==> src/omc_pkg.sv <==
package omc_pkg;
   localparam int WORD_W = 16;
   localparam int ADDR_W = 12;
   // bit positions of the serial control word and its mode-select codes
   localparam int CW_MS_LSB = 0;
   localparam int CW_WD_KEEP = 3;
   localparam int CW_LS_A = 4;
   localparam int CW_LS_B = 5;
   localparam int CW_LED = 6;
   localparam int CW_MEAS = 7;
   localparam int CW_MON = 8;
   localparam int CW_SUPPLY = 9;
   localparam logic [2:0] MS_ACTIVE = 3'h1;
   localparam logic [2:0] MS_LIN_SLEEP = 3'h2;
   localparam logic [2:0] MS_RX_ONLY = 3'h3;
   localparam logic [2:0] MS_STOP = 3'h4;
   localparam logic [2:0] MS_SLEEP = 3'h5;
   // apb byte offsets
   localparam logic [11:0] ADDR_MODE = 12'h000;
   localparam logic [11:0] ADDR_IRQ_STATUS = 12'h004;
   localparam logic [11:0] ADDR_IRQ_CLEAR = 12'h008;
   localparam logic [11:0] ADDR_IRQ_ENABLE = 12'h00c;
   localparam logic [11:0] ADDR_CTRL_WORD = 12'h010;
   // event bits
   localparam int NUM_EV = 4;
   localparam int EV_BUS_WAKE = 0;
   localparam int EV_MON_WAKE = 1;
   localparam int EV_WORD = 2;
   localparam int EV_MODE = 3;
   localparam logic [3:0] IRQ_EN_RST = 4'h0;
   localparam logic [15:0] CTRL_WORD_RST = 16'h0000;
   typedef enum logic [2:0] {
      OMC_STANDBY = 3'h0,
      OMC_ACTIVE = 3'h1,
      OMC_RX_ONLY = 3'h3,
      OMC_LIN_SLEEP = 3'h2,
      OMC_STOP = 3'h6,
      OMC_SLEEP = 3'h7
   } omc_mode_e;
endpackage : omc_pkg

==> src/omc_sync.sv <==
`timescale 1ns/1ps
module omc_sync #(
   parameter int WIDTH = 1
) (
   input wire logic core_clk,
   input wire logic rst_n,
   input wire logic [WIDTH-1:0] async_in,
   output logic [WIDTH-1:0] sync_out
);
   logic [WIDTH-1:0] stage1;

   always_ff @(posedge core_clk) begin
      if (!rst_n) begin
         stage1 <= '0;
         sync_out <= '0;
      end else begin
         stage1 <= async_in;
         sync_out <= stage1;
      end
   end
endmodule : omc_sync

==> src/omc_serial_rx.sv <==
`timescale 1ns/1ps
module omc_serial_rx (
   input wire logic core_clk,
   input wire logic rst_n,
   input wire logic sclk_s,
   input wire logic sel_n_s,
   input wire logic sdi_s,
   output logic word_valid,
   output logic [omc_pkg::WORD_W-1:0] word
);
   logic sclk_d;
   logic sel_n_d;
   logic [omc_pkg::WORD_W-1:0] shreg;
   logic [4:0] bit_cnt;

   always_ff @(posedge core_clk) begin
      if (!rst_n) begin
         sclk_d <= 1'b0;
         sel_n_d <= 1'b1;
      end else begin
         sclk_d <= sclk_s;
         sel_n_d <= sel_n_s;
      end
   end

   // lsb first, captured on the falling serial clock edge
   always_ff @(posedge core_clk) begin
      if (!rst_n) begin
         shreg <= '0;
         bit_cnt <= 5'h00;
      end else if (sel_n_s) begin
         bit_cnt <= 5'h00;
      end else if (sclk_d && !sclk_s) begin
         shreg <= {sdi_s, shreg[omc_pkg::WORD_W-1:1]};
         if (bit_cnt != 5'h1f) begin
            bit_cnt <= bit_cnt + 5'h01;
         end
      end
   end

   // only a frame of exactly one word counts; short or long frames are dropped
   always_ff @(posedge core_clk) begin
      if (!rst_n) begin
         word_valid <= 1'b0;
         word <= '0;
      end else begin
         word_valid <= 1'b0;
         if (sel_n_s && !sel_n_d && bit_cnt == 5'(omc_pkg::WORD_W)) begin
            word_valid <= 1'b1;
            word <= shreg;
         end
      end
   end
endmodule : omc_serial_rx

==> src/omc_mode_ctrl.sv <==
// The APB slave port and the register offsets were decided locally.
`timescale 1ns/1ps
// Behaviour
// - the three mode-select bits of the serial word pick Active, LIN Sleep, Receive-Only, Stop or Sleep operation.
// - after reset and after a wake-up from Stop or Sleep the block enters Standby on its own.
// - no mode-select code ever leads into Standby.
// - from Standby the block moves to whatever mode a serial command requests.
// - modes change only by a serial command or by a wake-up event.
// - monitor pins keep their previous state in Standby, Stop and Sleep, the supply output in Standby and Stop only (it is off in Sleep); both are off after reset.
// - in Stop the watchdog is off while regulator current is below its threshold.
// - the watchdog is off by default in Stop and Sleep and may be kept on by the host for periodic wake-ups.
// - in Active both LIN transmit and receive run and receive data follows the bus.
// - in LIN Sleep the transceiver and pull-up are off while bus wake detection stays on.
// - a bus wake in LIN Sleep drives receive data low and sets the bus wake flag.
// - after such a wake the transceiver stays off until the host selects Active or Receive-Only by command.
// - in Receive-Only the transmit stage is off and transmit data is ignored while the receiver runs.
// - each command is a 16-bit word sent lsb first and sampled on the falling serial clock edge.
module omc_mode_ctrl (
   input wire logic core_clk,
   input wire logic rst_n,
   input wire logic [omc_pkg::ADDR_W-1:0] paddr,
   input wire logic psel,
   input wire logic penable,
   input wire logic pwrite,
   input wire logic [31:0] pwdata,
   output logic [31:0] prdata,
   output logic pready,
   output logic pslverr,
   input wire logic serial_clk,
   input wire logic serial_sel_n,
   input wire logic serial_data_in,
   input wire logic lin_bus_wake,
   input wire logic lin_bus_level,
   input wire logic lin_tx_data,
   input wire logic mon_pin_level,
   input wire logic reg_current_low,
   output logic regulator_en,
   output logic window_watchdog_en,
   output logic low_side_switch_a,
   output logic low_side_switch_b,
   output logic high_side_led_driver,
   output logic supply_out_en,
   output logic monitor_pins_en,
   output logic lin_tx_en,
   output logic lin_tx_drive,
   output logic lin_rx_en,
   output logic lin_pullup_en,
   output logic lin_wake_det_en,
   output logic rxd,
   output logic meas_if_en,
   output logic adc_reference_output,
   output logic serial_port_en,
   output logic bus_wake_flag,
   output logic irq
);
   omc_pkg::omc_mode_e mode;
   omc_pkg::omc_mode_e next_mode;
   logic [6:0] pin_s;
   logic sclk_s, sel_n_s, sdi_s, lin_wake_s, lin_lvl_s, txd_s, mon_s, cur_low_s;
   logic mon_d;
   logic word_valid;
   logic [omc_pkg::WORD_W-1:0] rx_word;
   logic [omc_pkg::WORD_W-1:0] ctrl_word;
   logic word_take;
   logic wake_any;
   logic mon_wake;
   logic wake_low;
   logic mon_hold, supply_hold;
   logic [omc_pkg::NUM_EV-1:0] irq_status, irq_enable, ev;
   logic apb_wr, apb_rd;

   omc_sync #(.WIDTH(7)) u_sync (
      .core_clk(core_clk),
      .rst_n(rst_n),
      .async_in({serial_clk, serial_sel_n, serial_data_in, lin_bus_wake, lin_bus_level, lin_tx_data,
                 mon_pin_level}),
      .sync_out(pin_s)
   );
   assign {sclk_s, sel_n_s, sdi_s, lin_wake_s, lin_lvl_s, txd_s, mon_s} = pin_s;

   omc_sync #(.WIDTH(1)) u_sync_cur (
      .core_clk(core_clk),
      .rst_n(rst_n),
      .async_in(reg_current_low),
      .sync_out(cur_low_s)
   );

   omc_serial_rx u_rx (
      .core_clk(core_clk),
      .rst_n(rst_n),
      .sclk_s(sclk_s),
      .sel_n_s(sel_n_s),
      .sdi_s(sdi_s),
      .word_valid(word_valid),
      .word(rx_word)
   );

   function automatic logic is_active_family(input omc_pkg::omc_mode_e m);
      return m == omc_pkg::OMC_ACTIVE || m == omc_pkg::OMC_RX_ONLY || m == omc_pkg::OMC_LIN_SLEEP;
   endfunction : is_active_family

   // unknown codes keep the present mode, so no code can reach standby
   function automatic omc_pkg::omc_mode_e ms_decode(input logic [2:0] ms, input omc_pkg::omc_mode_e cur);
      unique case (ms)
         omc_pkg::MS_ACTIVE: return omc_pkg::OMC_ACTIVE;
         omc_pkg::MS_LIN_SLEEP: return omc_pkg::OMC_LIN_SLEEP;
         omc_pkg::MS_RX_ONLY: return omc_pkg::OMC_RX_ONLY;
         omc_pkg::MS_STOP: return omc_pkg::OMC_STOP;
         omc_pkg::MS_SLEEP: return omc_pkg::OMC_SLEEP;
         default: return cur;
      endcase
   endfunction : ms_decode

   // serial port is dead in sleep, so words are not taken there
   assign word_take = word_valid && mode != omc_pkg::OMC_SLEEP;

   always_ff @(posedge core_clk) begin
      if (!rst_n) begin
         mon_d <= 1'b0;
      end else begin
         mon_d <= mon_s;
      end
   end
   assign mon_wake = mon_hold && (mon_s != mon_d);
   assign wake_any = lin_wake_s || mon_wake;

   always_comb begin
      next_mode = mode;
      unique case (mode)
         omc_pkg::OMC_STOP, omc_pkg::OMC_SLEEP: begin
            // wake beats a command arriving in the same cycle
            if (wake_any) begin
               next_mode = omc_pkg::OMC_STANDBY;
            end else if (word_take) begin
               next_mode = ms_decode(rx_word[omc_pkg::CW_MS_LSB +: 3], mode);
            end
         end
         omc_pkg::OMC_STANDBY, omc_pkg::OMC_ACTIVE, omc_pkg::OMC_RX_ONLY, omc_pkg::OMC_LIN_SLEEP: begin
            if (word_take) begin
               next_mode = ms_decode(rx_word[omc_pkg::CW_MS_LSB +: 3], mode);
            end
         end
         default: next_mode = omc_pkg::OMC_STANDBY;
      endcase
   end

   always_ff @(posedge core_clk) begin
      if (!rst_n) begin
         mode <= omc_pkg::OMC_STANDBY;
      end else begin
         mode <= next_mode;
      end
   end

   always_ff @(posedge core_clk) begin
      if (!rst_n) begin
         ctrl_word <= omc_pkg::CTRL_WORD_RST;
      end else if (word_take) begin
         ctrl_word <= rx_word;
      end
   end

   // monitor and supply states change only under host control in the active family
   always_ff @(posedge core_clk) begin
      if (!rst_n) begin
         mon_hold <= 1'b0;
         supply_hold <= 1'b0;
      end else if (word_take && is_active_family(next_mode)) begin
         mon_hold <= rx_word[omc_pkg::CW_MON];
         supply_hold <= rx_word[omc_pkg::CW_SUPPLY];
      end
   end

   // wake indication stays low until the host switches mode by command
   always_ff @(posedge core_clk) begin
      if (!rst_n) begin
         wake_low <= 1'b0;
      end else if (!is_active_family(mode) && wake_any) begin
         wake_low <= 1'b1;
      end else if (mode == omc_pkg::OMC_LIN_SLEEP && lin_wake_s) begin
         wake_low <= 1'b1;
      end else if (word_take && next_mode != mode) begin
         wake_low <= 1'b0;
      end
   end

   // cleared by the next accepted word, but a new wake wins
   always_ff @(posedge core_clk) begin
      if (!rst_n) begin
         bus_wake_flag <= 1'b0;
      end else if (lin_wake_s && mode != omc_pkg::OMC_ACTIVE && mode != omc_pkg::OMC_RX_ONLY) begin
         bus_wake_flag <= 1'b1;
      end else if (word_take) begin
         bus_wake_flag <= 1'b0;
      end
   end

   // outputs are registered from next_mode so they line up with mode
   always_ff @(posedge core_clk) begin
      if (!rst_n) begin
         regulator_en <= 1'b1;
         serial_port_en <= 1'b1;
         window_watchdog_en <= 1'b1;
         low_side_switch_a <= 1'b0;
         low_side_switch_b <= 1'b0;
         high_side_led_driver <= 1'b0;
         meas_if_en <= 1'b0;
         adc_reference_output <= 1'b0;
         supply_out_en <= 1'b0;
         monitor_pins_en <= 1'b0;
         lin_tx_en <= 1'b0;
         lin_rx_en <= 1'b0;
         lin_pullup_en <= 1'b0;
         lin_wake_det_en <= 1'b1;
      end else begin
         regulator_en <= next_mode != omc_pkg::OMC_SLEEP;
         serial_port_en <= next_mode != omc_pkg::OMC_SLEEP;
         unique case (next_mode)
            omc_pkg::OMC_STOP: window_watchdog_en <= next_word_bit(omc_pkg::CW_WD_KEEP) || !cur_low_s;
            omc_pkg::OMC_SLEEP: window_watchdog_en <= next_word_bit(omc_pkg::CW_WD_KEEP);
            default: window_watchdog_en <= 1'b1;
         endcase
         low_side_switch_a <= is_active_family(next_mode) && next_word_bit(omc_pkg::CW_LS_A);
         low_side_switch_b <= is_active_family(next_mode) && next_word_bit(omc_pkg::CW_LS_B);
         high_side_led_driver <= is_active_family(next_mode) && next_word_bit(omc_pkg::CW_LED);
         meas_if_en <= is_active_family(next_mode) && next_word_bit(omc_pkg::CW_MEAS);
         adc_reference_output <= is_active_family(next_mode);
         supply_out_en <= next_supply() && next_mode != omc_pkg::OMC_SLEEP;
         monitor_pins_en <= next_mon();
         lin_tx_en <= next_mode == omc_pkg::OMC_ACTIVE;
         lin_rx_en <= next_mode == omc_pkg::OMC_ACTIVE || next_mode == omc_pkg::OMC_RX_ONLY;
         lin_pullup_en <= next_mode == omc_pkg::OMC_ACTIVE || next_mode == omc_pkg::OMC_RX_ONLY;
         lin_wake_det_en <= next_mode != omc_pkg::OMC_ACTIVE && next_mode != omc_pkg::OMC_RX_ONLY;
      end
   end

   function automatic logic next_word_bit(input int pos);
      return word_take ? rx_word[pos] : ctrl_word[pos];
   endfunction : next_word_bit

   function automatic logic next_supply();
      return (word_take && is_active_family(next_mode)) ? rx_word[omc_pkg::CW_SUPPLY] : supply_hold;
   endfunction : next_supply

   function automatic logic next_mon();
      return (word_take && is_active_family(next_mode)) ? rx_word[omc_pkg::CW_MON] : mon_hold;
   endfunction : next_mon

   // transmit data is passed only in full active mode
   always_ff @(posedge core_clk) begin
      if (!rst_n) begin
         lin_tx_drive <= 1'b1;
         rxd <= 1'b1;
      end else begin
         lin_tx_drive <= (mode == omc_pkg::OMC_ACTIVE) ? txd_s : 1'b1;
         if (mode == omc_pkg::OMC_ACTIVE || mode == omc_pkg::OMC_RX_ONLY) begin
            rxd <= lin_lvl_s;
         end else begin
            rxd <= !(wake_low || wake_any);
         end
      end
   end

   // interrupt events
   assign ev[omc_pkg::EV_BUS_WAKE] = lin_wake_s && lin_wake_det_en;
   assign ev[omc_pkg::EV_MON_WAKE] = mon_wake;
   assign ev[omc_pkg::EV_WORD] = word_take;
   assign ev[omc_pkg::EV_MODE] = next_mode != mode;

   assign apb_wr = psel && penable && pwrite;
   assign apb_rd = psel && !penable && !pwrite;

   always_ff @(posedge core_clk) begin
      if (!rst_n) begin
         irq_status <= '0;
      end else begin
         // set wins over a clear in the same cycle
         irq_status <= (apb_wr && paddr == omc_pkg::ADDR_IRQ_CLEAR) ?
                       ((irq_status & ~pwdata[omc_pkg::NUM_EV-1:0]) | ev) : (irq_status | ev);
      end
   end

   always_ff @(posedge core_clk) begin
      if (!rst_n) begin
         irq_enable <= omc_pkg::IRQ_EN_RST;
      end else if (apb_wr && paddr == omc_pkg::ADDR_IRQ_ENABLE) begin
         irq_enable <= pwdata[omc_pkg::NUM_EV-1:0];
      end
   end

   always_ff @(posedge core_clk) begin
      if (!rst_n) begin
         irq <= 1'b0;
      end else begin
         irq <= |(irq_status & irq_enable);
      end
   end

   // zero-wait slave: read data is loaded in setup, pready held high
   always_ff @(posedge core_clk) begin
      if (!rst_n) begin
         prdata <= 32'h0000_0000;
         pready <= 1'b0;
         pslverr <= 1'b0;
      end else begin
         pready <= 1'b1;
         if (psel && !penable) begin
            pslverr <= !(paddr == omc_pkg::ADDR_MODE || paddr == omc_pkg::ADDR_IRQ_STATUS ||
                         paddr == omc_pkg::ADDR_IRQ_CLEAR || paddr == omc_pkg::ADDR_IRQ_ENABLE ||
                         paddr == omc_pkg::ADDR_CTRL_WORD);
         end
         if (apb_rd) begin
            unique case (paddr)
               omc_pkg::ADDR_MODE: prdata <= {27'h0, bus_wake_flag, 1'b0, mode};
               omc_pkg::ADDR_IRQ_STATUS: prdata <= {28'h0, irq_status};
               omc_pkg::ADDR_IRQ_ENABLE: prdata <= {28'h0, irq_enable};
               omc_pkg::ADDR_CTRL_WORD: prdata <= {16'h0, ctrl_word};
               default: prdata <= 32'h0000_0000;
            endcase
         end
      end
   end
endmodule : omc_mode_ctrl

==> config.mk <==
export PLATFORM = sky130hd
export DESIGN_NAME = omc_mode_ctrl
export DESIGN_NICKNAME = d
export VERILOG_FILES = /design/src/omc_pkg.sv /design/src/omc_sync.sv /design/src/omc_serial_rx.sv /design/src/omc_mode_ctrl.sv
export SDC_FILE = /design/constraint.sdc
export NUM_CORES = 1
export LEC_CHECK = 0
export BUFFER_PORTS_ARGS = -buffer_cell sky130_fd_sc_hd__buf_2
export CORE_MARGIN = 1
export CORE_UTILIZATION = 49
export DETAILED_ROUTE_END_ITERATION = 10
export GPL_TIMING_DRIVEN = 0
export PLACE_DENSITY = 0.76
export SLEW_MARGIN = 15
export SYNTH_ARGS = -nofsm -noshare
export SYNTH_HDL_FRONTEND = slang
export SYNTH_HIERARCHICAL = 1
export SYNTH_SLANG_ARGS = --single-unit
==> constraint.sdc <==
create_clock -name core_clk -period 1.6 [get_ports core_clk]
set_input_delay 0.08 -clock core_clk [delete_from_list [all_inputs] [get_ports core_clk]]
set_output_delay 0.08 -clock core_clk [all_outputs]
set_load 0.02 [all_outputs]
==> results of run 1 <==
==> cell usage in the layout (no fill, tap or decap), types with 10 or more instances in the layout <==
master           n
dfxtp_1        115
and2_2          12
clkbuf_1        16
nand2_1        101
clkbuf_16       16
a21oi_1         29
nor2_1          30
nand3_1         17
mux2i_1         33
dlygate4sd3_1   22
and2_1          10
buf_2           63
a21boi_2        10
buf_6           11
buf_4           28
nand2_2         11
conb_1          16
==> sequential cells by signal, indices dropped and copies added, names as in the netlist, 3 cells and up <==
register         count
ctrl_word           16
irq_enable           4
irq_status           4
mode                 3
prdata              16
u_rx/bit_cnt         5
u_rx/shreg          16
u_rx/word           16
u_sync/stage1        7
u_sync/sync_out      7
==> critical path: stages (launching register included) <==
cell and delay [ns]:
dfxtp_2 0.35, ha_4 0.16, and3_4 0.18, ha_4 0.16, nor3b_4 0.18, nand4_1 0.12, mux2_4 0.32
==> per-layer routing <==
metal | share of wire | vias to the layer above | GRT usage | wire [µm]
met5 | 0 | - | 0 | 0
met4 | 0.014 | 0 | 0.0975 | 160
met3 | 0.048 | 16 | 0.0603 | 542
met2 | 0.51 | 108 | 0.411 | 5770
met1 | 0.43 | 1912 | 0.260 | 4920
li1 | - | 2062 | - | -
==> repair_timing <==
action	4_1_cts	5_1_grt
endpoints found under the setup margin	18	44
buffers inserted	6	4
hold endpoints to repair	24	0
pin swaps	6	10
hold buffers	22	0
gates resized for setup	26	28
==> report_power, final <==
group          switching, mW  leakage, nW  internal [mW]
Clock                   1.33        0.280           2.45
Combinational          0.179         1.40          0.154
Sequential            0.0195        0.975           3.02
Total                   1.53         2.66           5.63
==> area by class of cell <==
type	count	area [µm²]
multi-input combinational	375	2450
clock inverter	11	148
inverter	10	37.5
timing repair buffer	95	636
fill	789	3130
clock buffer	21	449
sequential	120	2410
tap	133	166
buffer	50	392
==> stage by stage <==
| stage | instance area, µm² | instances | setup WS, ns |
|---|---|---|---|
| floorplan | 5060 | 555 | -0.0419 |
| global placement | 5540 | 751 | -0.314 |
| detailed placement | 5540 | 751 | -0.324 |
| CTS | 6530 | 811 | -0.0450 |
| global route | 6690 | 815 | -0.0619 |
| finish | 6690 | 815 | 0.0135 |
==> final timing paths <==
check	from	end	slack [ns]
min reg2reg	u_sync_cur/stage1$_SDFF_PN0_	u_sync_cur/sync_out$_SDFF_PN0_	0.43
min	psel	pslverr$_SDFFE_PN0P_	0.07
max	u_rx/bit_cnt[1]$_SDFFE_PP0P_	u_rx/bit_cnt[3]$_SDFFE_PP0P_	0.01
max reg2reg	u_rx/bit_cnt[1]$_SDFFE_PP0P_	u_rx/bit_cnt[3]$_SDFFE_PP0P_	0.01
==> logic make-up after synthesis <==
logic type	count (synthesis)
compound gates	95
xor+xnor	3
fa+ha+maj	3
buf+inv	60
flops	120
mux	36
other cells	1
simple gates	222
==> results.txt, run 1 <==
Initial Util: 0.507
Final Core Density: 0.681
Setup violations, final: 0
detailed-route via count: 4098
I/O pin total: 109
Longest Clk Path Bufs: 2
hold path depth: 4
wirelength, routed: 11400 µm
R2R depth: 6
Placer Congestion: 0.815
WP data arrival: 2.00 ns
cell area after synthesis: 0.00498 mm²
CTS Buf Count: 17
Peak VDD IR: 0.567 mV
Synth Area in Compound Gates: 0.138
synthesized flop and latch total: 120
synthesis-to-layout area growth: 34.3%
CTS root buffer: clkbuf_8
Final ANT Viol Nets: 0
max frequency: 0.630 GHz
Synth Area in XOR/XNOR: 0.00528
critical path required time: 2.01 ns
Post-DP HPWL: 7680 µm
Setup Skew: 0.00861 ns
DR iter-0 viols: 178
row cnt: 36
final hold slack: 0.0742 ns
total power: 7.16 mW
Congestion Overflow GR: 0
die width: 103 µm
Die Ht: 103 µm
RSZ-0062 raised after global routing: yes
CP Class: reg2reg
mux contribution to synthesized area: 0.0726
DRT Pass-1 Iters: 4
number of global-route vias before repair: 4058
Most used DFF post-synth: dfxtp_1
Seq/Total Area, Yosys: 0.482
die footprint: 0.0106 mm²
Sink Count: 120
min cycle time layout: 1.59 ns
Reg clk slew, reported paths: 0.06 ns
WL per Instance: 14.0 µm
IO Port Bufs: 63
synthesized instance count: 540
setup tns final: 0 ns
ANT cells: 0
Synth Area per Inst: 9.22 µm²
Total GRT Usage: 0.231
Tcrit/Tclk final: 0.992
Crit. End Element: flop
count of cell types in the netlist: 57
TritonCTS clock tree: built
Hold Crit Class: in2reg
MaxCap Viol Count: 0
Post-synth ARST share: 0
Least-Margin Pin Slew: 0.671 ns
share of cells above drive strength 1: 0.309
Slew Limit Fails: 0
final net count: 729
outcome: completed
slew margin rel.: 0.553
Max FO, Critical Path: 4
Synth top area share: 0.482
H-tree depth: 4
core box area: 0.00982 mm²
Clock Latency Late Sink: 0.52 ns
Synth area leaders: dfxtp_1, nand2_1, mux2i_1
Vias/cell: 5.03
Pwr per Cell Area: 1070 mW/mm²
Fin. Hold Viols: 0
initial antenna violation count: 0
Pleak: 2.66 nW
Startpoint Class: flop
count leader, synth: dfxtp_1
number of synthesized flops with an enable pin: 0
top cell type by total area after synthesis: dfxtp_1
Synth Area in Simple Gates: 0.217
Synth top cells by count: dfxtp_1, nand2_1, mux2i_1, a21oi_1, nor2_1
total number of yosys warnings: 6
global-route wire length before repair: 18600 µm
Residual DRC: 0
largest net degree at the start of global routing: 17
largest family of logic cells by synthesized area: simple AND/OR/NAND/NOR gates
Synth Area in Adders: 0.00754
Note: power is estimated with default switching activity, not from simulation.
==> run 2: changes to the inputs <==
- GPL_ROUTABILITY_DRIVEN: not set -> 0
- SETUP_SLACK_MARGIN: not set -> 0.2
==> run 2 against run 1 <==
Effect of this change:
- the flow now finishes with violations (negative setup slack)
- register-to-register slack worse by 0.11 ns
- clock skew grew 0.0050 ns
- routed wire length grew 46%
- global-route usage rose by 3.2 points
- core utilization up 7.7 points
- hold slack got worse by 0.048 ns
- via count up 19%
- die area is the same
- setup slack lost 0.11 ns
==> results.txt, run 2 (synthesis gave the netlist of run 1 again) <==
WP data arrival: 2.10 ns (+0.10 ns)
Startpoint Class: flop
Max Used Layer: met4
share of cells above drive strength 1: 0.420 (+0.111)
CTS Buf Count: 17 (unchanged)
I/O pin total: 109 (unchanged)
Filler Cell Count: 555 (-30%)
final net count: 766 (+5.1%)
CTS root buffer: clkbuf_8
Tcrit/Tclk final: 1.06 (+0.0686)
initial antenna violation count: 0 (unchanged)
most common cell after layout, fill and taps aside: dfxtp_1
Hold Crit Class: in2reg
Congestion Overflow GR: 0 (unchanged)
Setup Skew: 0.0136 ns (+0.00497 ns)
Crit. End Element: flop
most frequent cells in the layout: dfxtp_1, nand2_1, buf_2
RSZ-0062 raised after global routing: yes
Reg clk slew, reported paths: 0.06 ns (about the same)
die footprint: 0.0106 mm² (unchanged)
WL per Instance: 19.5 µm (+40%)
WL met3: 1220 µm (+130%)
synthesis-to-layout area growth: 49.5%
Residual DRC: 0 (unchanged)
# placed instances: 751 (unchanged)
Pleak: 2.98 nW (+12%)
Fin. Hold Viols: 0 (unchanged)
largest net degree at the start of global routing: 17 (unchanged)
max frequency: 0.590 GHz (-6.5%)
M1 WL: 6280 µm (+28%)
Post-DP HPWL: 7660 µm (-0.17%)
Die Ht: 103 µm (unchanged)
total power: 7.53 mW (+5.2%)
Max FO, Critical Path: 5 (+1)
Worst R2R Setup Slack: -0.1 ns (-0.11 ns)
Slew Limit Fails: 0 (unchanged)
Vias/cell: 5.71 (+14%)
Setup violations, final: 3 (+3)
slew margin rel.: 0.467 (-0.0859)
detailed-route via count: 4866 (+19%)
Finished Layout Cells: 852 (+4.5%)
Longest Clk Path Bufs: 2 (unchanged)
failing checks: negative setup slack
Least-Margin Pin Slew: 0.799 ns (+0.129 ns)
global-route wire length before repair: 21100 µm (+13%)
outcome: finished, violations left
Initial Util: 0.507 (unchanged)
area of the multi-input gates: 0.00276 mm² (+12%)
MaxCap Viol Count: 0 (unchanged)
IO Port Bufs: 63 (unchanged)
wirelength, routed: 16600 µm (+46%)
Reg area: 0.00243 mm² (+0.62%)
number of global-route vias before repair: 4512 (+11%)
die width: 103 µm (unchanged)
H-tree depth: 4 (unchanged)
Peak VDD IR: 0.545 mV (-4.0%)
row cnt: 36 (unchanged)
Pwr per Cell Area: 1010 mW/mm² (-5.5%)
Final ANT Viol Nets: 0 (unchanged)
DR iter-0 viols: 307 (+72%)
Total GRT Usage: 0.263 (+0.0320)
Sink Count: 120 (unchanged)
TritonCTS clock tree: built
DRT Pass-1 Iters: 5 (+1)
core box area: 0.00982 mm² (unchanged)
CP Class: reg2reg
Clock Latency Late Sink: 0.53 ns (about the same)
min cycle time layout: 1.70 ns (+0.110 ns)
PnR worst setup slack: -0.0963 ns (-0.110 ns)
ANT cells: 0 (unchanged)
met2 wire len: 8440 µm (+46%)
critical path required time: 2.01 ns (about the same)
==> run 2: changes by cell type in the layout (fill, tap and decap cells not counted), moves of 6 or more <==
| cell | delta |
|---|---|
| a21oi_2 | +12 |
| nand2_1 | -15 |
| dfxtp_1 | -6 |
| nand2_4 | +12 |
| a21oi_1 | -13 |
| buf_6 | +12 |
| buf_4 | +19 |
==> run 2: final timing paths <==
kind / startpoint / cells after the start / to
max: mode[2]$_SDFF_PN0_ / 6 / irq_status[3]$_SDFF_PN0_
min: psel / 4 / prdata[5]$_SDFFE_PN0P_
max reg2reg: mode[2]$_SDFF_PN0_ / 6 / irq_status[3]$_SDFF_PN0_
min reg2reg: u_sync/stage1[5]$_SDFF_PN0_ / 1 / u_sync/sync_out[5]$_SDFF_PN0_
==> run 2: final cells by class <==
cell class / instances / area share
multi-input combinational: 375 / 0.370
sequential: 120 / 0.326
timing repair buffer: 132 / 0.135
clock buffer: 19 / 0.0580
buffer: 50 / 0.0563
clock inverter: 13 / 0.0270
tap: 133 / 0.0223
inverter: 10 / 0.00538
==> run 2: critical path: stages, from the launching register on <==
cell      delay, ns
dfxtp_4        0.39
buf_8          0.15
buf_12         0.12
a22oi_4        0.26
o31a_1         0.21
o221ai_2       0.14
o31a_1         0.30
==> run 2: power by group <==
part / leakage, nW / internal (mW) / switching, mW
logic: 1.70 / 0.159 / 0.205
registers: 0.979 / 3.02 / 0.0234
clock network: 0.304 / 2.72 / 1.41
total: 2.98 / 5.90 / 1.63
==> run 2: repair_timing <==
action	4_1_cts	5_1_grt
endpoints found under the setup margin	42	73
hold buffers	22	0
pin swaps	25	31
endpoints found under the hold margin	24	0
gates resized for setup	74	74
buffers inserted	38	6
cloned	1	2
==> run 2: layer usage <==
| layer | vias up | track usage |
|---|---|---|
| li1 | 2140 | - |
| met1 | 2315 | 0.294 |
| met2 | 330 | 0.460 |
| met3 | 81 | 0.0685 |
| met4 | 0 | 0.134 |
| met5 | - | 0 |
==> run 2: metrics by stage <==
step | cell area (µm²) | worst slack, ns | setup TNS [ns] | hold slack, ns | util
floorplan | 5110 | -0.0419 | -0.0419 | 0.108 | -
global placement | 5590 | -0.157 | -1.42 | 0.290 | 0.569
detailed placement | 5590 | -0.188 | -2.73 | 0.289 | 0.569
CTS | 7060 | 0.0116 | 0 | 0.0271 | 0.719
global route | 7450 | -0.123 | -0.579 | 0.0256 | 0.758
finish | 7450 | -0.0963 | -0.168 | 0.0260 | 0.758
